<file path="src/asmon_consts.vh">
// Register indices, field positions, reset values and bus codes of the signal monitor
`ifndef ASMON_CONSTS_VH
`define ASMON_CONSTS_VH

// Register indices; the byte address is four times the index
`define ASMON_IDX_SYNC      10'h26f
`define ASMON_IDX_CTRL      10'h270
`define ASMON_IDX_PERIOD0   10'h271
`define ASMON_IDX_PERIOD1   10'h272
`define ASMON_IDX_PERIOD2   10'h273
`define ASMON_IDX_STATCTRL  10'h274
`define ASMON_IDX_RES0      10'h275
`define ASMON_IDX_RES1      10'h276
`define ASMON_IDX_RES2      10'h277
`define ASMON_IDX_FRAME     10'h278
`define ASMON_IDX_FRAMER    10'h279
`define ASMON_IDX_FSEL      10'h27a

// Reset values
`define ASMON_RST_SYNCMODE  1'b0
`define ASMON_RST_PEAKEN    1'b0
`define ASMON_RST_PERIOD0   8'h80
`define ASMON_RST_PERIODHI  8'h00
`define ASMON_RST_SELECT    3'h1
`define ASMON_RST_FRAMEREN  1'b0
`define ASMON_RST_FSEL      6'h02
`define ASMON_RST_RESULT    20'h00000
`define ASMON_RST_FRAME     8'h00

// Field positions
`define ASMON_BIT_SYNCMODE  0
`define ASMON_BIT_PEAKEN    1
`define ASMON_BIT_UPDATE    4
`define ASMON_SEL_HI        2
`define ASMON_SEL_LO        0
`define ASMON_BIT_FRAMEREN  0
`define ASMON_FSEL_HI       5
`define ASMON_BIT_FSEL_PEAK 1

// Encodings and limits
`define ASMON_SEL_PEAK      3'h1
`define ASMON_PERIOD_MIN    24'h000002
`define ASMON_RESP_OKAY     2'h0
`define ASMON_RESP_SLVERR   2'h2

`endif

</file>
<file path="src/asmon_top.v">
// Signal monitor control and status block with its AXI4-Lite register slave
//
// Added by the designer: register access over AXI4-Lite.
`include "asmon_consts.vh"

module asmon_top (
	input  wire        clk,
	input  wire        arst_n,
	// AXI4-Lite write address channel
	input  wire [11:0] s_axi_awaddr,
	input  wire [2:0]  s_axi_awprot,
	input  wire        s_axi_awvalid,
	output wire        s_axi_awready,
	// AXI4-Lite write data channel
	input  wire [31:0] s_axi_wdata,
	input  wire [3:0]  s_axi_wstrb,
	input  wire        s_axi_wvalid,
	output wire        s_axi_wready,
	// AXI4-Lite write response channel
	output reg  [1:0]  s_axi_bresp,
	output reg         s_axi_bvalid,
	input  wire        s_axi_bready,
	// AXI4-Lite read address channel
	input  wire [11:0] s_axi_araddr,
	input  wire [2:0]  s_axi_arprot,
	input  wire        s_axi_arvalid,
	output wire        s_axi_arready,
	// AXI4-Lite read data channel
	output reg  [31:0] s_axi_rdata,
	output reg  [1:0]  s_axi_rresp,
	output reg         s_axi_rvalid,
	input  wire        s_axi_rready,
	// Converter samples and system reference
	input  wire        sampleValid,
	input  wire [15:0] sampleData,
	input  wire        sysrefIn,
	input  wire        sysrefEnabled,
	// Result stream towards the serial framer, and the sync applied pulse
	output reg         framerValid,
	output reg  [19:0] framerData,
	output reg         syncApplied
);

	// Write channel holding registers
	reg         awHeld;
	reg  [9:0]  awIndex;
	reg         wHeld;
	reg  [7:0]  wByte;
	reg         wLane0;

	// Software visible state
	reg         syncMode;
	reg         peakEnable;
	reg  [2:0]  resultSelect;
	reg  [19:0] statusResult;
	reg         framerEnable;
	reg  [5:0]  framerSelect;
	wire [23:0] periodValue;

	// Internal strobes and values
	reg         sysrefPrev;
	wire        sysrefEdge;
	wire        syncNow;
	wire        doWrite;
	wire        wrEn;
	wire        updateNow;
	wire        periodDone;
	wire [19:0] peakResult;
	wire [7:0]  frameCount;
	wire [9:0]  arIndex;

	// Word index of a byte address
	function [9:0] regIndex;
		input [11:0] addr;
		begin
			regIndex = addr[11:2];
		end
	endfunction

	// Whether an index names one of the registers
	function isMapped;
		input [9:0] idx;
		begin
			isMapped = (idx >= `ASMON_IDX_SYNC) && (idx <= `ASMON_IDX_FSEL);
		end
	endfunction

	// Byte value of a register as software reads it
	function [7:0] readByte;
		input [9:0] idx;
		begin
			case (idx)
				`ASMON_IDX_SYNC:     readByte = {7'h00, syncMode};
				`ASMON_IDX_CTRL:     readByte = {6'h00, peakEnable, 1'b0};
				`ASMON_IDX_PERIOD0:  readByte = periodValue[7:0];
				`ASMON_IDX_PERIOD1:  readByte = periodValue[15:8];
				`ASMON_IDX_PERIOD2:  readByte = periodValue[23:16];
				`ASMON_IDX_STATCTRL: readByte = {5'h00, resultSelect};
				`ASMON_IDX_RES0:     readByte = statusResult[7:0];
				`ASMON_IDX_RES1:     readByte = statusResult[15:8];
				`ASMON_IDX_RES2:     readByte = {4'h0, statusResult[19:16]};
				`ASMON_IDX_FRAME:    readByte = frameCount;
				`ASMON_IDX_FRAMER:   readByte = {7'h00, framerEnable};
				`ASMON_IDX_FSEL:     readByte = {2'h0, framerSelect};
				default:             readByte = 8'h00;
			endcase
		end
	endfunction

	// Channel readiness: one outstanding item per channel
	assign s_axi_awready = !awHeld;
	assign s_axi_wready  = !wHeld;
	assign s_axi_arready = !s_axi_rvalid;
	assign arIndex       = regIndex(s_axi_araddr);

	// A write completes once address and data are both held and no response waits
	assign doWrite = awHeld && wHeld && !s_axi_bvalid;
	assign wrEn    = doWrite && wLane0 && isMapped(awIndex);

	// Write address capture
	always @(posedge clk or negedge arst_n) begin
		if (!arst_n) begin
			awHeld  <= 1'b0;
			awIndex <= 10'h000;
		end else if (s_axi_awvalid && !awHeld) begin
			awHeld  <= 1'b1;
			awIndex <= regIndex(s_axi_awaddr);
		end else if (doWrite) begin
			awHeld  <= 1'b0;
		end
	end

	// Write data capture; only the low byte lane carries register bits
	always @(posedge clk or negedge arst_n) begin
		if (!arst_n) begin
			wHeld  <= 1'b0;
			wByte  <= 8'h00;
			wLane0 <= 1'b0;
		end else if (s_axi_wvalid && !wHeld) begin
			wHeld  <= 1'b1;
			wByte  <= s_axi_wdata[7:0];
			wLane0 <= s_axi_wstrb[0];
		end else if (doWrite) begin
			wHeld  <= 1'b0;
		end
	end

	// Write response; unmapped addresses answer with a slave error
	always @(posedge clk or negedge arst_n) begin
		if (!arst_n) begin
			s_axi_bvalid <= 1'b0;
			s_axi_bresp  <= `ASMON_RESP_OKAY;
		end else if (doWrite) begin
			s_axi_bvalid <= 1'b1;
			s_axi_bresp  <= isMapped(awIndex) ? `ASMON_RESP_OKAY : `ASMON_RESP_SLVERR;
		end else if (s_axi_bready) begin
			s_axi_bvalid <= 1'b0;
		end
	end

	// Read response, one cycle after the address is taken
	always @(posedge clk or negedge arst_n) begin
		if (!arst_n) begin
			s_axi_rvalid <= 1'b0;
			s_axi_rdata  <= 32'h00000000;
			s_axi_rresp  <= `ASMON_RESP_OKAY;
		end else if (s_axi_arvalid && !s_axi_rvalid) begin
			s_axi_rvalid <= 1'b1;
			s_axi_rdata  <= {24'h000000, readByte(arIndex)};
			s_axi_rresp  <= isMapped(arIndex) ? `ASMON_RESP_OKAY : `ASMON_RESP_SLVERR;
		end else if (s_axi_rready) begin
			s_axi_rvalid <= 1'b0;
		end
	end

	// Rising edge of the reference, counted only while the input is enabled
	always @(posedge clk or negedge arst_n) begin
		if (!arst_n) begin
			sysrefPrev <= 1'b0;
		end else begin
			sysrefPrev <= sysrefIn;
		end
	end

	assign sysrefEdge = sysrefIn && !sysrefPrev && sysrefEnabled;
	assign syncNow    = syncMode && sysrefEdge;

	// One-shot sync mode; a software write in the same cycle overrides the clear
	always @(posedge clk or negedge arst_n) begin
		if (!arst_n) begin
			syncMode <= `ASMON_RST_SYNCMODE;
		end else if (wrEn && (awIndex == `ASMON_IDX_SYNC)) begin
			syncMode <= wByte[`ASMON_BIT_SYNCMODE];
		end else if (syncNow) begin
			syncMode <= 1'b0;
		end
	end

	// Registered pulse showing that a sync restarted the monitor
	always @(posedge clk or negedge arst_n) begin
		if (!arst_n) begin
			syncApplied <= 1'b0;
		end else begin
			syncApplied <= syncNow;
		end
	end

	// Peak detector enable
	always @(posedge clk or negedge arst_n) begin
		if (!arst_n) begin
			peakEnable <= `ASMON_RST_PEAKEN;
		end else if (wrEn && (awIndex == `ASMON_IDX_CTRL)) begin
			peakEnable <= wByte[`ASMON_BIT_PEAKEN];
		end
	end

	// Three period bytes, one register each
	genvar i;
	generate
		for (i = 0; i < 3; i = i + 1) begin : periodGen
			localparam integer IDXI = `ASMON_IDX_PERIOD0 + i;
			localparam [9:0]   IDX  = IDXI[9:0];
			localparam [7:0] RST = (i == 0) ? `ASMON_RST_PERIOD0 : `ASMON_RST_PERIODHI;
			reg [7:0] byteReg;
			always @(posedge clk or negedge arst_n) begin
				if (!arst_n) begin
					byteReg <= RST;
				end else if (wrEn && (awIndex == IDX)) begin
					byteReg <= wByte;
				end
			end
			assign periodValue[8*i+7:8*i] = byteReg;
		end
	endgenerate

	// Result selection; the update bit is a strobe and never stored
	assign updateNow = wrEn && (awIndex == `ASMON_IDX_STATCTRL) && wByte[`ASMON_BIT_UPDATE];

	always @(posedge clk or negedge arst_n) begin
		if (!arst_n) begin
			resultSelect <= `ASMON_RST_SELECT;
		end else if (wrEn && (awIndex == `ASMON_IDX_STATCTRL)) begin
			resultSelect <= wByte[`ASMON_SEL_HI:`ASMON_SEL_LO];
		end
	end

	// Readback refresh; the selection written with the update takes effect at once
	always @(posedge clk or negedge arst_n) begin
		if (!arst_n) begin
			statusResult <= `ASMON_RST_RESULT;
		end else if (updateNow) begin
			if (wByte[`ASMON_SEL_HI:`ASMON_SEL_LO] == `ASMON_SEL_PEAK) begin
				statusResult <= peakResult;
			end else begin
				statusResult <= `ASMON_RST_RESULT;
			end
		end
	end

	// Framer insertion enable and input selection
	always @(posedge clk or negedge arst_n) begin
		if (!arst_n) begin
			framerEnable <= `ASMON_RST_FRAMEREN;
			framerSelect <= `ASMON_RST_FSEL;
		end else if (wrEn && (awIndex == `ASMON_IDX_FRAMER)) begin
			framerEnable <= wByte[`ASMON_BIT_FRAMEREN];
		end else if (wrEn && (awIndex == `ASMON_IDX_FSEL)) begin
			framerSelect <= wByte[`ASMON_FSEL_HI:0];
		end
	end

	// Each finished period's peak goes to the framer while the framer enable and the peak select bit stand
	always @(posedge clk or negedge arst_n) begin
		if (!arst_n) begin
			framerValid <= 1'b0;
			framerData  <= `ASMON_RST_RESULT;
		end else if (periodDone && framerEnable && framerSelect[`ASMON_BIT_FSEL_PEAK]) begin
			framerValid <= 1'b1;
			framerData  <= peakResult;
		end else begin
			framerValid <= 1'b0;
		end
	end

	// Measurement engine, restarted by an accepted sync
	asmon_peak peakUnit (
		.clk          (clk),
		.arst_n       (arst_n),
		.peakEnable   (peakEnable),
		.periodLength (periodValue),
		.restart      (syncNow),
		.sampleValid  (sampleValid),
		.sampleData   (sampleData),
		.periodDone   (periodDone),
		.peakResult   (peakResult),
		.frameCount   (frameCount)
	);

endmodule // asmon_top

</file>
<file path="src/asmon_peak.v">
// Peak detector, measurement period counter and frame counter of the signal monitor
`include "asmon_consts.vh"

module asmon_peak (
	input  wire        clk,
	input  wire        arst_n,
	input  wire        peakEnable,
	input  wire [23:0] periodLength,
	input  wire        restart,
	input  wire        sampleValid,
	input  wire [15:0] sampleData,
	output reg         periodDone,
	output reg  [19:0] peakResult,
	output reg  [7:0]  frameCount
);

	reg  [23:0] cycleCount;
	reg  [15:0] peakHold;
	wire [23:0] evenLength;
	wire [23:0] limit;
	wire [15:0] magnitude;
	wire        newPeak;
	wire [15:0] finalPeak;

	// Bit 0 of the period is dropped; a too short period is raised to the minimum
	assign evenLength = {periodLength[23:1], 1'b0};
	assign limit      = (evenLength < `ASMON_PERIOD_MIN) ? `ASMON_PERIOD_MIN : evenLength;

	// Magnitude of a two's complement sample; full negative scale maps to 0x8000
	assign magnitude = sampleData[15] ? (~sampleData + 16'h0001) : sampleData;
	assign newPeak   = peakEnable && sampleValid && (magnitude > peakHold);
	assign finalPeak = newPeak ? magnitude : peakHold;

	// Period counter, peak hold and frame counter
	always @(posedge clk or negedge arst_n) begin
		if (!arst_n) begin
			cycleCount <= 24'h000000;
			peakHold   <= 16'h0000;
			periodDone <= 1'b0;
			peakResult <= `ASMON_RST_RESULT;
			frameCount <= `ASMON_RST_FRAME;
		end else if (restart) begin
			cycleCount <= 24'h000000;
			peakHold   <= 16'h0000;
			periodDone <= 1'b0;
		end else if (cycleCount >= limit - 24'h000001) begin
			cycleCount <= 24'h000000;
			peakHold   <= 16'h0000;
			periodDone <= 1'b1;
			peakResult <= peakEnable ? {4'h0, finalPeak} : 20'h00000;
			frameCount <= frameCount + 8'h01;
		end else begin
			cycleCount <= cycleCount + 24'h000001;
			peakHold   <= finalPeak;
			periodDone <= 1'b0;
		end
	end

endmodule // asmon_peak

</file>
<file path="config.mk">
export PLATFORM = sky130hd
export DESIGN_NAME = asmon_top
export DESIGN_NICKNAME = d
export VERILOG_FILES = /design/src/asmon_top.v /design/src/asmon_peak.v
export VERILOG_INCLUDE_DIRS = /design/src
export SDC_FILE = /design/constraint.sdc
export NUM_CORES = 1
export LEC_CHECK = 0
export BUFFER_PORTS_ARGS = -buffer_cell sky130_fd_sc_hd__buf_2
export CAP_MARGIN = 20
export CELL_PAD_IN_SITES_DETAIL_PLACEMENT = 0
export CELL_PAD_IN_SITES_GLOBAL_PLACEMENT = 1
export CORE_ASPECT_RATIO = 1.75
export CORE_MARGIN = 1
export CORE_UTILIZATION = 25
export DETAILED_ROUTE_END_ITERATION = 10
export PLACE_DENSITY = 0.62
export SLEW_MARGIN = 0
export SYNTH_ARGS = -nofsm -noshare
export SYNTH_HDL_FRONTEND = slang
export SYNTH_SLANG_ARGS = --single-unit
</file>
<file path="constraint.sdc">
create_clock -name clk -period 4.75 [get_ports clk]
set_clock_uncertainty 0.05 [all_clocks]
set_input_delay 0 -clock clk [delete_from_list [all_inputs] [get_ports clk]]
set_output_delay 0 -clock clk [all_outputs]
set_load 0.02 [all_outputs]
</file>
==> out/results.txt <==
CP max stage cell: or4_1
total grt overflow: 0
DP HPWL: 18860 µm
vias per cell: 4.568
die extent in x: 146.4 µm
RSZ-0062 raised after global routing: false
Final Cycle Share: 93.43%
clk root buf: clkbuf_16
clk buf depth: 2
placed instance count: 1444
setup TNS: 0 ps
Die ar.: 37280 µm²
Setup crit start kind: flip-flop
Ys Warns: 0
Non-Filler Instances: 1514
commonest non-fill, non-tap cells in the layout: dfrtp_1, nand2_1, buf_2, nor2_1, mux2_2
I/O pin count: 155
largest net degree at the start of global routing: 170
initial antenna violation count: 0
htree depth: 4
CP max stage delay: 590 ps
Post-synth EDFFs: 0
Synth Instances: 894
nets@finish: 1167
area leader, netlist: dfrtp_1
crit end category: flip-flop
minimum clock period: 4438 ps
ys async rst share: 100.0%
Antenna Cells: 0
chip height: 254.7 µm
PwrDens: 490.8 nW/µm²
status: finished clean
final wirelength: 24910 µm
starting density of the core: 25.31%
prevailing post-synth register cell: dfrtp_1
commonest non-fill, non-tap cell in the layout: dfrtp_1
worst-path cell chain: or4_1, nor4_2, and2_1, a21oi_1, ha_1, nand3_1, or3_1, nor2_1, nand3_1, xor2_1, ha_1, nand4_1, nor4_2, o2111ai_1, a31o_2, inv_1, mux2_2
DRC viols: 0
Slew Viols, Final: 0
WP buf/inv: 1
TritonCTS clock tree: built
min-delay worst type: input pin to flip-flop
clk slew on worst S/H paths: 70 ps
Core Util, Final: 30.81%
Top delay family on crit path: simple AND/OR/NAND/NOR gates
syn avg cell area: 10.20 µm²
Tot Pwr: 5.448 mW
global-route wire length before repair: 39600 µm
Max Cap Violations: 0
later-pin clock latency in the skew report: 440 ps
Initial DRC Count: 321
Setup-failing EPs final: 0
final instance area: 11100 µm²
endpoints failing hold: 0
worst vdd ir: 0.6161 mV
dominant cells by area after synthesis: dfrtp_1, mux2_2, ha_1
Seq/Total Area, Yosys: 46.41%
core box area: 36030 µm²
WL per Instance: 16.45 µm
Tot GR Track Use: 14.00%
worst slew pin tran: 1054 ps
slew margin rel.: 29.75%
Max FO, Critical Path: 6
CTS buffer count: 17
placed cell areas: 10130 µm²
Via Count: 6916
Final GP Congestion: 0.8787
Leak: 5.014 nW
WP data required: 5030 ps
Yosys cell types: 63
ANT nets after route: 0
# rows: 92
Sink Count: 169
FF+latch count, synth: 169
Setup CP Type: flip-flop to flip-flop
Area growth syn-to-layout: 21.70%
router iterations before antenna repair: 5
vias in the first global route: 7148
mapped cell area: 9120 µm²
Fmax achieved: 225.3 MHz
layout cell share with drive strength beyond 1: 22.03%
CP arrival: 4720 ps
IO buf count: 87
Synth top area share: 45.55%
kinds of logic after synthesis:
family	after synthesis	share of synthesized area [%]
multiplexers	91	11.06
other	1	0.04112
buffers and inverters	98	5.364
AO/OA/AOI/OAI	145	10.06
AND/OR/NAND/NOR	285	15.21
adder cells (fa/ha/maj)	43	5.899
XOR/XNOR	62	5.954
flip-flops	169	46.41
stage by stage:
step                setup slack [ps]  hold slack, ps
finish                         312.0           19.52
floorplan                      526.0          -345.6
CTS                            203.5           4.102
detailed placement             219.9           86.32
global placement               325.4           89.71
global route                   56.33           52.13
synth_stat cells (3+ instances only):
master	n
dfrtp_1	166
nand2_1	94
nor2_1	72
mux2_2	68
o21ai_0	63
xnor2_1	46
ha_1	43
inv_1	35
buf_4	30
a21oi_1	27
clkbuf_1	27
nand3_1	24
mux2i_1	22
nand4_1	19
nor3_1	16
xor2_1	16
nor2b_1	13
a22oi_1	8
nor4_1	8
a221oi_1	6
a22o_1	6
and3_1	6
or3_1	5
a211oi_1	4
a21o_1	4
a31oi_1	4
buf_1	4
o31ai_1	4
a2111oi_0	3
a32oi_1	3
and4_1	3
dfstp_2	3
nand4b_1	3
nor3b_1	3
or4_1	3
power by group:
part,switching (mW),leakage (nW),internal [mW]
Combinational,1.38,2.47,0.833
Clock,0.622,0.275,0.780
Sequential,0.224,2.27,1.61
layer usage:
metal	up-vias	part of all wire, %	routed length (µm)	global-route usage (%)
li1	3353	-	-	-
met1	3367	38	9413	14.45
met2	155	55	13800	26.94
met3	41	2.9	713	2.343
met4	0	3.9	981	7.083
met5	-	0	0	0
worst min-delay path, delay by kind of cell:
family	cells	cell delay, ps
simple gates	1	80
mux	1	90
xor+xnor	1	160
buf+inv	1	140
state kept, by name, summed over array words and instances (netlist names), 3 cells and up:
name,cells
s_axi_rdata,8
resultSelect,3
periodGen.byteReg,24
wByte,8
statusResult,16
framerData,16
framerSelect,6
peakUnit.cycleCount,24
awIndex,10
peakUnit.peakHold,16
peakUnit.peakResult,16
peakUnit.frameCount,8
final cells by class:
type                            instances  area (µm²)
Clock buffer                           19       432.9
Sequential cell                       169        4233
Timing Repair Buffer                  153        1060
Fill cell                            3763       24930
Inverter                               35       131.4
Clock inverter                         12       141.4
Tap cell                              470       588.1
Multi-Input combinational cell        656        4513
timing repair:
action	in CTS	in global routing
resized for setup	0	1
setup buffers	0	0
endpoints found under the hold margin	203	0
hold buffers	39	0
setup endpoints to repair	0	1
path summary, 6_finish.rpt:
check / cells after the start / endpoint / slack [ps] / startpoint
max in group asynchronous: 3 / framerData[9] / 3660 / arst_n
min in group asynchronous: 3 / awIndex[7] / 130 / arst_n
max reg2reg: 17 / peakUnit.frameCount[1] / 310 / periodGen[1].byteReg[0]
min reg2reg: 2 / s_axi_rdata[1] / 410 / s_axi_rdata[1]
min: 4 / peakUnit.peakHold[12] / 20 / sampleData[12]
max: 17 / peakUnit.frameCount[1] / 310 / periodGen[1].byteReg[0]
Note: power is estimated with default switching activity, not from simulation.
